File: src/tts_pkg.sv
// Constants and types for the transmit transport test source
// What this block does
// - Short test pattern lasts one frame, repeated back to back without gaps.
// - Pattern layout follows octets-per-frame 1, 2, 4 or 8; receiver checks same.
// - A sine wave source is offered as alternative payload.
// - Optional scrambling; receiver descrambles and still recovers the pattern.
// - Each SYSREF restarts the local multiframe counter.
// - Latency test mode injects one 16-bit sample of 8000h.
// - The injected sample's top bit is also driven to a marker pin.
// - In one-lane, four-converter, eight-octet setup link clock is twice frame; here one clock, whole 64-bit word per cycle.
package tts_pkg;
	localparam int SAMPLE_W = 16;
	localparam int OCT_W = 8;
	localparam int FRAME_OCT = 8;
	localparam int WORD_W = FRAME_OCT * OCT_W;
	localparam logic [63:0] SHORT_PAT = 64'hF1E2D3C4B5A69780;
	localparam logic [15:0] LAT_SAMPLE = 16'h8000;
	localparam int LAT_MSB = 15;
	localparam int LMF_CNT_W = 8;
	localparam logic [7:0] LMF_FRAMES_DEF = 8'h20;
	localparam int SINE_STEPS = 16;
	localparam logic [14:0] SCR_SEED = 15'h7FFF;
	localparam int SCR_TAP_A = 14;
	localparam int SCR_TAP_B = 13;
	localparam int BUF_DEPTH = 2;
	localparam logic [1:0] OPF_1 = 2'h0;
	localparam logic [1:0] OPF_2 = 2'h1;
	localparam logic [1:0] OPF_4 = 2'h2;
	localparam logic [1:0] OPF_8 = 2'h3;
	localparam logic [1:0] SRC_PATTERN = 2'h0;
	localparam logic [1:0] SRC_SINE = 2'h1;
	localparam logic [1:0] SRC_LATENCY = 2'h2;
	typedef enum logic [1:0] {TTS_IDLE, TTS_RUN, TTS_LAT_DONE} tts_state_t;
endpackage

File: src/tts_source.sv
// Transmit transport test source: pattern, sine and latency marker
`timescale 1ns/1ps
module tts_source
	import tts_pkg::*;
(
	input wire logic clock,
	input wire logic rst_n,
	input wire logic enable,
	input wire logic [1:0] source_sel,
	input wire logic [1:0] octets_per_frame,
	input wire logic scramble_en,
	input wire logic sysref,
	input wire logic [LMF_CNT_W-1:0] frames_per_lmf,
	input wire logic link_error,
	input wire logic link_accept,
	output logic [WORD_W-1:0] link_data,
	output logic link_valid,
	output logic sample_in_valid,
	output logic sample_in_accept,
	output logic latency_marker,
	output logic lmf_boundary,
	output logic link_error_irq
);
	tts_state_t state, next_state;
	logic [LMF_CNT_W-1:0] lmf_cnt, next_lmf_cnt;
	logic [3:0] phase, next_phase;
	logic [14:0] scr, next_scr;
	logic [WORD_W-1:0] word, next_word;
	logic wvalid, next_wvalid;
	logic marker, next_marker;
	logic irq, next_irq;
	logic bound, next_bound;
	logic samp_acc, next_samp_acc;
	logic [WORD_W-1:0] raw, scr_word;
	logic [WORD_W-1:0] buf_data;
	logic buf_in_ready, buf_valid;
	logic [SAMPLE_W-1:0] sine_s;
	logic [14:0] s;
	logic fire;

	// Sine table of 16 steps, two's complement
	function automatic logic [15:0] sine_lut(input logic [3:0] i);
		case (i)
			4'h0: sine_lut = 16'h0000;
			4'h1: sine_lut = 16'h30FB;
			4'h2: sine_lut = 16'h5A82;
			4'h3: sine_lut = 16'h7641;
			4'h4: sine_lut = 16'h7FFF;
			4'h5: sine_lut = 16'h7641;
			4'h6: sine_lut = 16'h5A82;
			4'h7: sine_lut = 16'h30FB;
			4'h8: sine_lut = 16'h0000;
			4'h9: sine_lut = 16'hCF05;
			4'hA: sine_lut = 16'hA57E;
			4'hB: sine_lut = 16'h89BF;
			4'hC: sine_lut = 16'h8001;
			4'hD: sine_lut = 16'h89BF;
			4'hE: sine_lut = 16'hA57E;
			default: sine_lut = 16'hCF05;
		endcase
	endfunction

	// A frame is produced only when the buffer can take it
	// A word already in flight must also find room, or it would be lost
	assign fire = (state != TTS_IDLE) && buf_in_ready &&
		(!wvalid || link_accept);

	always_comb begin
		sine_s = sine_lut(phase);
		raw = '0;
		case (source_sel)
			SRC_PATTERN: begin
				// One frame of pattern, laid out by frame size
				case (octets_per_frame)
					OPF_1: raw = {56'h0, SHORT_PAT[63:56]};
					OPF_2: raw = {48'h0, SHORT_PAT[63:48]};
					OPF_4: raw = {32'h0, SHORT_PAT[63:32]};
					default: raw = SHORT_PAT;
				endcase
			end
			SRC_SINE: raw = {4{sine_s}};
			SRC_LATENCY: begin
				if (state == TTS_RUN) begin
					raw = {48'h0, LAT_SAMPLE};
				end
			end
			default: raw = '0;
		endcase
		// Self-synchronous scrambler, one bit per step, msb first
		s = scr;
		scr_word = raw;
		for (int b = WORD_W - 1; b >= 0; b--) begin
			scr_word[b] = raw[b] ^ s[SCR_TAP_A] ^ s[SCR_TAP_B];
			s = {s[13:0], scr_word[b]};
		end
	end

	always_comb begin
		next_state = state;
		next_lmf_cnt = lmf_cnt;
		next_phase = phase;
		next_scr = scr;
		next_word = word;
		next_wvalid = 1'b0;
		next_marker = 1'b0;
		next_bound = 1'b0;
		next_samp_acc = buf_in_ready;
		next_irq = link_error;
		// Multiframe counter, restarted by every sysref
		if (sysref) begin
			next_lmf_cnt = '0;
			next_bound = 1'b1;
		end else if (lmf_cnt >= frames_per_lmf - 8'h01) begin
			next_lmf_cnt = '0;
			next_bound = 1'b1;
		end else begin
			next_lmf_cnt = 8'(lmf_cnt + 8'h01);
		end
		case (state)
			TTS_IDLE: begin
				if (enable) begin
					next_state = TTS_RUN;
				end
			end
			TTS_RUN: begin
				if (!enable) begin
					next_state = TTS_IDLE;
				end else if (fire) begin
					next_wvalid = 1'b1;
					next_word = scramble_en ? scr_word : raw;
					if (scramble_en) begin
						next_scr = s;
					end
					next_phase = 4'(phase + 4'h1);
					if (source_sel == SRC_LATENCY) begin
						next_marker = LAT_SAMPLE[LAT_MSB];
						next_state = TTS_LAT_DONE;
					end
				end
			end
			TTS_LAT_DONE: begin
				if (fire) begin
					next_wvalid = 1'b1;
					next_word = scramble_en ? scr_word : raw;
					if (scramble_en) begin
						next_scr = s;
					end
				end
				if (!enable) begin
					next_state = TTS_IDLE;
				end
			end
			default: next_state = TTS_IDLE;
		endcase
	end

	always_ff @(posedge clock) begin
		if (!rst_n) begin
			state <= TTS_IDLE;
			lmf_cnt <= '0;
			phase <= 4'h0;
			scr <= SCR_SEED;
			word <= '0;
			wvalid <= 1'b0;
			marker <= 1'b0;
			irq <= 1'b0;
			bound <= 1'b0;
			samp_acc <= 1'b0;
		end else begin
			state <= next_state;
			lmf_cnt <= next_lmf_cnt;
			phase <= next_phase;
			scr <= next_scr;
			word <= next_word;
			wvalid <= next_wvalid;
			marker <= next_marker;
			irq <= next_irq;
			bound <= next_bound;
			samp_acc <= next_samp_acc;
		end
	end

	// One frame word per frame clock, passed whole to the link side
	tts_buf u_buf (
		.clock(clock),
		.rst_n(rst_n),
		.in_data(word),
		.in_valid(wvalid),
		.in_ready(buf_in_ready),
		.out_data(buf_data),
		.out_valid(buf_valid),
		.out_ready(link_accept)
	);

	assign link_data = buf_data;
	assign link_valid = buf_valid;
	assign sample_in_valid = wvalid;
	assign sample_in_accept = samp_acc;
	assign latency_marker = marker;
	assign lmf_boundary = bound;
	assign link_error_irq = irq;
endmodule // tts_source

File: src/tts_buf.sv
// Two-entry valid/ready buffer for frame words
`timescale 1ns/1ps
module tts_buf
	import tts_pkg::*;
(
	input wire logic clock,
	input wire logic rst_n,
	input wire logic [WORD_W-1:0] in_data,
	input wire logic in_valid,
	output logic in_ready,
	output logic [WORD_W-1:0] out_data,
	output logic out_valid,
	input wire logic out_ready
);
	logic [WORD_W-1:0] mem [BUF_DEPTH];
	logic [WORD_W-1:0] next_mem [BUF_DEPTH];
	logic wp, rp, next_wp, next_rp;
	logic [1:0] cnt, next_cnt;
	logic push, pop;

	always_comb begin
		push = in_valid && (cnt != 2'h2);
		pop = (cnt != 2'h0) && out_ready;
		next_mem = mem;
		next_wp = wp;
		next_rp = rp;
		next_cnt = cnt;
		if (push) begin
			next_mem[wp] = in_data;
			next_wp = ~wp;
		end
		if (pop) begin
			next_rp = ~rp;
		end
		next_cnt = 2'(cnt + {1'b0, push} - {1'b0, pop});
	end

	always_ff @(posedge clock) begin
		if (!rst_n) begin
			wp <= 1'b0;
			rp <= 1'b0;
			cnt <= 2'h0;
		end else begin
			wp <= next_wp;
			rp <= next_rp;
			cnt <= next_cnt;
		end
		mem <= next_mem;
	end

	// Handshake flags and read word come straight from flops
	always_ff @(posedge clock) begin
		if (!rst_n) begin
			in_ready <= 1'b1;
			out_valid <= 1'b0;
		end else begin
			in_ready <= (next_cnt != 2'h2);
			out_valid <= (next_cnt != 2'h0);
		end
		out_data <= next_mem[next_rp];
	end
endmodule // tts_buf

File: config.mk
export PLATFORM = sky130hd
export DESIGN_NAME = tts_source
export DESIGN_NICKNAME = d
export VERILOG_FILES = /design/src/tts_pkg.sv /design/src/tts_source.sv /design/src/tts_buf.sv
export SDC_FILE = /design/constraint.sdc
export NUM_CORES = 1
export LEC_CHECK = 0
export ABC_AREA = 1
export BUFFER_PORTS_ARGS = -buffer_cell sky130_fd_sc_hd__buf_2
export CAP_MARGIN = 25
export CORE_UTILIZATION = 40
export CTS_BUF_LIST = sky130_fd_sc_hd__clkbuf_2
export CTS_CLUSTER_DIAMETER = 60
export DETAILED_ROUTE_END_ITERATION = 10
export GPL_TIMING_DRIVEN = 0
export PLACE_DENSITY = 0.65
export SYNTH_ARGS = -nofsm -noshare
export SYNTH_HDL_FRONTEND = slang
export SYNTH_SLANG_ARGS = --single-unit
File: constraint.sdc
create_clock -name clock -period 3.55 [get_ports clock]
set_input_delay 0.1775 -clock clock [delete_from_list [all_inputs] [get_ports clock]]
set_output_delay 0.1775 -clock clock [all_outputs]
set_load 0.01 [all_outputs]
# Yosys cells after proc, flatten, opt, wreduce, memory -nomap -nowiden
# Memory sizes are Yosys's and may differ from the RTL's. A register that Yosys moved wholly into a read port is not among the register bits.
# Index checks and enable logic that the tools add are counted.
# word_totals
regBits	296
mem_bits_ro	256
in_bits	19
output_inout_bits	70
word_cells	226
memories	1
# memory_table
name	words	width	rd	rd_ports_with_merged_regs	wr	line	rtl
(no name shown)	16	16	1	1	0	tts_source.sv:43	case (i)
# classes
n_addsub	5
magnitude_cmp	4
eq_ne	13
n_mux	33
n_bitwise	133
n_reduce_logical	19
# op_table
cell	n
$mux W64	7
$pmux W64 S3	2
$bwmux W128	1
$mux W128	1
$pmux W64 S2	1
$xor A1 B1 Y1	128
$demux W64 S1	1
$mux W15	3
$pmux W15 S2	1
$mux W16	1
$mux W2	5
$ne A2 B2 Y1 const B	5
$add A8 B1 Y8 const B	1
$ge A8 B8 Y1	1
$mux W4	2
$reduce_and A4 Y1	2
$reduce_bool A2 Y1	4
$sub A8 B1 Y8 const B	1
$eq A2 B1 Y1 const B	3
$eq A2 B2 Y1 const B	3
$logic_not A2 Y1	3
$mux W1	6
$pmux W2 S3	1
$logic_and A1 B1 Y1	5
15 further kinds	19

# Depth between registers and ports, before layout
# Gate-level depths: netlist (run 1).
# logic_depth
ltp_word	17
mapped_depth	24
depth_no_buf	24

# Hierarchy
# From an unflattened synthesis (run 1), not the netlist that was laid out.
# unflattened
cells_unflattened	2313
area_unflattened_um2	15049.4
# modules_own_cells
module	n_inst	cells_per_inst	area_per_inst_um2	seq_area_each_um2
tts_buf	1	1265	8137.8	3963.8
tts_source	1	1048	6911.6	2182.1

# Worst setup path after synthesis (run 1)
# OpenSTA, ideal clock, no wires.
# synth_path
path_type	register -> register
from	reg state[0]
to	reg, netlist name sine_s[5]
setup_time_ns	0.129
t_arrival_ns	2.309
t_required_ns	3.421
path_slack_ns	1.112
path_stages_with_launch	14
path_buffers	0
period_less_slack_ns	2.438
cell_sequence	dfxtp_1 inv_1 ha_1 nor3_1 inv_1 nor2_1 o21ai_0 nor2_1 inv_1 ha_1 inv_1 nor2_1 o21ai_0 o21ai_0
# synth_between
elab_chain_cells	6
word_cells_on_any_way	7
cone_classes	eq/ne (1); mux (2); reduce/logical (4)
# synth_rtl
element	line	rtl
start, declared	tts_source.sv:24	tts_state_t state, next_state;
start signal, assigned	tts_source.sv:170	state <= next_state;
$reduce_bool A2 Y1	tts_source.sv:65	assign fire = (state != TTS_IDLE) && buf_in_ready &&
$logic_and A1 B1 Y1 (2 in series)	tts_source.sv:65	
$reduce_and A3 Y1 (no line) *	-	
$mux W4 (no line) * (2 in series)	-	
# Mark *: on every way between the ends. The rest lies on a longest branch, timed or not.
# A chain may end at the register's enable or synchronous reset.

# Worst setup path in the final report (run 1)
# layout_path
from	reg u_buf.cnt[1]
to	reg u_buf.out_data[48]
# layout_between
elab_chain_cells	7
word_cells_on_any_way	10
cone_classes	eq/ne (1); mux (5); bitwise (1); reduce/logical (3)
# layout_rtl
element	line	rtl
start, declared	tts_buf.sv:18	logic [1:0] cnt, next_cnt;
start signal, assigned	tts_buf.sv:46	cnt <= next_cnt;
$reduce_bool A2 Y1	tts_buf.sv:23	pop = (cnt != 2'h0) && out_ready;
$logic_and A1 B1 Y1	tts_buf.sv:23	
$mux W1	tts_buf.sv:32	if (pop) begin
$not A1 Y2 (implied by the code)	tts_buf.sv:60	out_data <= next_mem[next_rp];
$mux W64 (implied by the code) * (3 in series)	tts_buf.sv:60	
end signal, assigned	tts_buf.sv:60	
end, declared	tts_buf.sv:11	output logic [WORD_W-1:0] out_data,
# Mark *: on every way between the ends. The rest lies on a longest branch, timed or not. The select of a mux whose other input is x is not followed.

==> run_results.csv, run 1 <==
group,metric,value,unit
die,dieHeight,185,µm
final_layout,fill_cells,3403,
final_layout,final_cell_count_no_fill,2474,
drt,wire_per_inst,16.6,µm
drt,route.detailed.drc,0,
worst_setup_path,ff2ff_path_depth,7,
drt,viasPerCell,5.01,
place,placed_cell_area,14400,µm²
clock_tree,cts_tree,"yes",
timing,fin_tns_setup,0,ns
timing,hold_viol,0,
worst_setup_path,path_depth,7,
drt,drt_pass1_iterations,6,
final_layout,multi_input_area,5950,µm²
global_routing,grt_usage,0.244,
yosys,synth_ff_type,"dfxtp_1",
place,dp_hpwl,29.9,mm
global_routing,grt_max_degree,13,
final_layout,area_growth,13.9,%
worst_setup_path,critPathLaunchType,"flop",
pwr,switching_share,0.408,
drt,vias,12399,
pwr,power_density,635,nW/µm²
drt,final_antenna_net_count,0,
global_routing,grt_pass1_wl,62.5,mm
worst_setup_path,critPathBufInv,3,
worst_setup_path,max_stage_delay,0.60,ns
pwr,vdd.ir_drop.worst,0.000298,V
die,fp-row-count,66,
die,die_w,185,µm
hold_path,hold_path_depth,7,
worst_setup_path,crit_path_end_kind,"flop",
yosys,synth_edf_count,0,
timing,period_share,0.895,
pwr,switching_power,3960,µW
yosys,synth_nets,1846,
clock_tree,cts_setup_buffers,0,
place,dp_slack,0.409,ns
worst_setup_path,path_common_cell,"clkbuf_1",
place,placement.io_buffers,87,
pwr,internal_power,5740,µW
clock_tree,cts_buffer_depth,3,
timing,relSlewSlack,0.342,
timing,setup_viol,0,
place,dp.cells,2327,
worst_setup_path,crit_arrival,4.02,ns
timing,setup_ws,0.373,ns
clock_tree,cts_made_buffers,82,
clock_tree,htreeDepth,3,
yosys,synthDistinctLibCells,42,
die,coreArea,32800,µm²
yosys,synth-seq-area-share,0.458,
clock_tree,cts_root_buffer,"clkbuf_2",
clock_tree,clock_sinks,307,
global_routing,grt_pass1_vias,11504,
yosys,ys_ff_latch,307,
yosys,ys_warn_count,0,
worst_setup_path,required,4.40,ns
pwr,clkPwrFrac,0.247,
final_layout,layout-drive-gt1-share,0.127,
final_layout,final_cell_mix,"nand2_1, dfxtp_1, inv_1",
run,drv_cap,0,
final_layout,final_common_cell,"nand2_1",
hold_path,hold_path.class,"input port to flop",
global_routing,grt-ovfl-total,0,
worst_setup_path,timing.critical_path.cells,"o21ai_0 -> xor2_1 -> clkbuf_1 -> clkbuf_1 -> clkbuf_1 -> nand2_1 -> o21ai_0",
worst_setup_path,cp_max_fo,10,
pwr,leakage,0.00753,µW
timing,finalMaxSlewViolations,0,
worst_setup_path,crit_type,"flop to flop",
clock_tree,insertion_delay,0.98,ns
drt,drtIter0Drc,885,
worst_setup_path,slowest_stage,"clkbuf_1",
yosys,syn_area,13400,µm²
pwr,p_seq_frac,0.411,
yosys,synthCells,1798,
final_layout,nNetsFinal,2035,
timing,grt_setup_unrepaired,"false",
timing,final.min_clock_period,3.18,ns
run_status,status,"finished, final reports clean",
die,io_pins,89,
global_routing,antenna_found_initial,2,
timing,tightestPinTransition,0.981,ns
worst_setup_path,path_delay_family,"buffers and inverters",
timing,fmax,315,MHz
die,start_util,0.409,
die,die-area,34300,µm²
yosys,async_reset_ff_frac,0,
pwr,comb_power_share,0.342,
place,place.gp.congestion,0.966,
timing,finClkSkew,0.0709,ns
final_layout,seqCellArea,6150,µm²
clock_tree,clkTransAtPathRegs,0.09,ns
yosys,avgSynthCellArea,7.46,µm²
final_layout,stdcell_area,15300,µm²
drt,drt_wl_total,41.1,mm
power groups by stage:
stage	clock network, µW	logic (µW)	registers, µW
after floorplan	0	2110	4090
after global placement	0	3200	4060
after detailed placement	0	3230	4070
after CTS	2490	3270	3990
after global routing	2660	3680	4030
final	2400	3320	3990
metrics by stage:
step	hold WS [ns]	utilization	total power (µW)
floorplan	0.275	-	6200
global placement	0.367	0.439	7260
detailed placement	0.368	0.439	7300
CTS	0.0609	0.466	9750
global route	0.201	0.466	10400
finish	0.165	0.466	9710
synth_stat cells (3+ instances only):
library cell  instances  area (µm²)
a211oi_1              5        37.5
a21oi_1              44         220
a221oi_1             32         280
a22oi_1               5        37.5
buf_1                11        41.3
clkbuf_1             61         229
dfxtp_1             307        6150
ha_1                 29         363
inv_1               258         968
inv_2                12        45.0
nand2_1             536        2010
nand2_2              13        81.3
nand2_4               3        33.8
nand3_1              97         485
nor2_1               34         128
nor3_1                6        30.0
o211ai_1              7        52.6
o21a_1               65         488
o21ai_0             175         876
o221ai_1              8        70.1
or2_2                 6        37.5
xnor2_1              18         158
xor2_1               37         324
final timing paths:
check / start / end / slack, ns
max: u_buf.cnt[1] / u_buf.out_data[48] / 0.37
min: enable / state[1] / 0.16
min reg2reg: u_buf.in_ready / sample_in_accept / 0.44
max reg2reg: u_buf.cnt[1] / u_buf.out_data[48] / 0.37
sequential cells by signal (all words and copies together), names as in the netlist, 2 cells and up:
name / flops
scr: 15
word: 64
u_buf.out_data: 64
u_buf.cnt: 2
sine_s: 11
u_buf.mem: 128
phase: 4
lmf_cnt: 8
state: 2
area by class of cell:
class / instances / area share
timing repair buffer: 105 / 0.0403
buffer: 75 / 0.0195
clock buffer: 112 / 0.0367
multi-input combinational: 1145 / 0.390
clock inverter: 16 / 0.00836
inverter: 271 / 0.0666
tap: 442 / 0.0362
antenna: 1 / 0.000164
sequential: 307 / 0.402
layer usage:
metal / global-route usage / vias to the layer above / wire [µm]
met5: 0 / - / 0
met4: 0.110 / 0 / 1160
met3: 0.0617 / 71 / 3360
met2: 0.377 / 436 / 18200
met1: 0.318 / 5771 / 18300
li1: - / 6121 / -
tightest hold or removal path: cells and delay by family:
family / cells / cell delay, ns
AOI/OAI and AO/OA: 2 / 0.12
buffers and inverters: 2 / 0.64
and+or+nand+nor: 3 / 0.17
kinds of logic (layout without fill, tap and decap cells):
logic type,after synthesis,after routing,share of synthesized area
AOI/OAI and AO/OA,349,349,0.158
xor gates and xnor gates,60,60,0.0428
adders and majority gates,29,29,0.0270
buffers and inverters,346,579,0.0980
DFF,307,307,0.458
other,0,1,0
and+or+nand+nor,707,707,0.216
repair_timing:
item / 4_1_cts / 5_1_grt
resized for setup: 0 / 0
hold buffers: 18 / 0
hold endpoints to repair: 88 / 0
(Power assumes the default switching activity.)
==> inputs of run 2 (changes only) <==
ABC_AREA = default   (was 1)
==> run 2 against run 1 <==
Compared with the run above: sequential share of layout area increased by 0.31 points; first-iteration DRC count is 50% lower; die area down 1.1%; wire length is 17% lower; combinational power fell by 62%; clock power rose by 5%; final area fell by 0.77%; register-to-register slack about the same; sequential power fell by 10%; highest routed layer unchanged.
==> run_results.csv, run 2 <==
group,metric,value,unit
drt,vias,9501,
timing,finClkSkew,0.0978,ns
drt,drtIter0Drc,446,
worst_setup_path,crit_path_end_kind,"flop",
timing,grt_setup_unrepaired,"false",
timing,finalMaxSlewViolations,0,
die,die-area,33900,µm²
yosys,synthDistinctLibCells,61,
yosys,syn_area,13300,µm²
global_routing,antenna_found_initial,2,
pwr,leakage,0.00659,µW
worst_setup_path,crit_end,"word[6]",
clock_tree,cts_buffer_depth,3,
yosys,synth_nets,1284,
place,place.gp.congestion,0.978,
die,io_pins,89,
yosys,synth_area_leaders,"dfxtp_1, mux2_2, xnor2_1, nor2_1, xor2_1",
pwr,power_density,487,nW/µm²
die,die_w,184,µm
global_routing,grt-ovfl-total,0,
timing,period_share,0.895,
place,placement.io_buffers,86,
timing,tightestPinTransition,1.00,ns
final_layout,seqCellArea,6150,µm²
yosys,ys_ff_latch,307,
pwr,vdd.ir_drop.worst,0.000234,V
clock_tree,insertion_delay,0.93,ns
final_layout,final_common_cell,"dfxtp_1",
drt,final_antenna_net_count,0,
timing,setup_viol,0,
hold_path,hold_path.class,"input port to flop",
run_status,status,"finished, final reports clean",
final_layout,final_cell_mix,"dfxtp_1, mux2_2, nor2_1",
yosys,synthCells,1236,
timing,relSlewSlack,0.332,
drt,drt_wl_total,34.0,mm
final_layout,biggestRegsByFlops,"u_buf.mem (128), u_buf.out_data (64), word (64)",
final_layout,largest_reg_flops,128,
clock_tree,cts_made_buffers,82,
drt,drt_pass1_iterations,6,
die,fp-row-count,66,
worst_setup_path,r2r_start,"scr[0]",
yosys,synth_top_area_cell,"dfxtp_1",
clock_tree,cts_root_buffer,"clkbuf_2",
yosys,avgSynthCellArea,10.7,µm²
worst_setup_path,critPathLaunchType,"flop",
worst_setup_path,timing.rr.end,"word[6]",
timing,fmax,315,MHz
final_layout,layout-drive-gt1-share,0.305,
drt,viasPerCell,4.96,
yosys,ys_warn_count,0,
clock_tree,cts_tree,"yes",
worst_setup_path,ff2ff_path_depth,10,
yosys,synth_most_common_cell,"dfxtp_1",
global_routing,grt_max_degree,13,
yosys,async_reset_ff_frac,0,
global_routing,grt_pass1_vias,9587,
timing,final.min_clock_period,3.18,ns
worst_setup_path,crit_type,"flop to flop",
final_layout,fill_cells,3178,
clock_tree,clkTransAtPathRegs,0.11,ns
clock_tree,clock_sinks,307,
global_routing,grt_usage,0.207,
worst_setup_path,crit_arrival,4.04,ns
die,start_util,0.408,
final_layout,multi_input_area,6730,µm²
die,dieHeight,184,µm
yosys,netlist_top_cells_count,"dfxtp_1, mux2_2, nor2_1, xnor2_1, nand2_1",
yosys,synth_ff_type,"dfxtp_1",
timing,fin_tns_setup,0,ns
timing,hold_viol,0,
worst_setup_path,r2r_setup_slack,0.37,ns
global_routing,grt_pass1_wl,52.8,mm
final_layout,area_growth,14.3,%
final_layout,nNetsFinal,1468,
yosys,yosysTopAreaCellShare,0.463,
run,drv_cap,0,
drt,wire_per_inst,17.8,µm
place,dp_hpwl,24.7,mm
timing,setup_ws,0.371,ns
yosys,synth-seq-area-share,0.463,
clock_tree,htreeDepth,3,
worst_setup_path,cp_max_fo,5,
die,coreArea,32500,µm²
place,dp_slack,0.187,ns
yosys,synth_edf_count,0,
worst_setup_path,required,4.41,ns
drt,route.detailed.drc,0,
worst_setup_path,critPathLaunch,"scr[0]",
final_layout,top_register,"u_buf.mem",
## run 2: cell families after synthesis
logic type	Yosys count	synth area share
muxes	199	0.170
AOI/OAI and AO/OA	164	0.0833
and+or+nand+nor	266	0.0874
buffers and inverters	92	0.0297
xor gates and xnor gates	179	0.139
adders and majority gates	29	0.0274
DFF	307	0.463
## run 2: report_power, final
part / internal (µW) / switching (µW)
registers: 3530 / 59.3
logic: 541 / 731
clock network: 1110 / 1410
## run 2: how the worst min path moves through the flow
stage,start,endpoint,slack (ns),depth (start not counted)
4_1_cts,frames_per_lmf[6],lmf_cnt[0],0.07,6
5_1_grt,octets_per_frame[1],word[0],0.16,7
2_1_floorplan,link_error,link_error_irq,0.30,1
3_3_place_gp,link_error,link_error_irq,0.38,2
3_5_place_dp,link_error,link_error_irq,0.39,2
6_report,frames_per_lmf[6],lmf_cnt[7],0.17,6
## run 2: layout make-up
cell class | instances | share of cell area
clock inverter | 27 | 0.0149
antenna | 2 | 0.000330
buffer | 71 | 0.0208
sequential | 307 | 0.405
clock buffer | 107 | 0.0353
tap | 442 | 0.0365
multi-input combinational | 837 | 0.444
timing repair buffer | 100 | 0.0376
inverter | 21 | 0.00520
## run 2: stage by stage
step | hold slack [ns] | power [µW] | instance area (µm²) | utilization | instances
after detailed placement | 0.393 | 4920 | 14200 | 0.438 | 1764
after global routing | 0.159 | 7810 | 15200 | 0.466 | 1914
after floorplan | 0.305 | 4580 | 13300 | - | 1236
after global placement | 0.383 | 4910 | 14200 | 0.438 | 1764
after CTS | 0.0732 | 7500 | 15100 | 0.465 | 1912
final | 0.175 | 7380 | 15200 | 0.466 | 1914
## run 2: metal layers
layer  share of wire  GRT usage
met5               0          0
met4           0.034      0.106
met3           0.055     0.0440
met2            0.47      0.335
met1            0.44      0.258
## run 2: worst max-delay path, stage by stage, from the launching register on
cell and delay (ns):
dfxtp_1 0.32, clkbuf_1 0.25, xnor2_1 0.14, xnor2_1 0.55, xnor3_1 0.56, xor2_1 0.20, xnor2_1 0.36, xnor2_1 0.22
a211oi_1 0.34, a21oi_1 0.07, nor2_1 0.10
## run 2: what timing repair did
item,in CTS,in global routing
hold endpoints to repair,66,0
gates resized for setup,0,2
buffers inserted,0,0
hold buffers,14,0
setup endpoints to repair,0,3
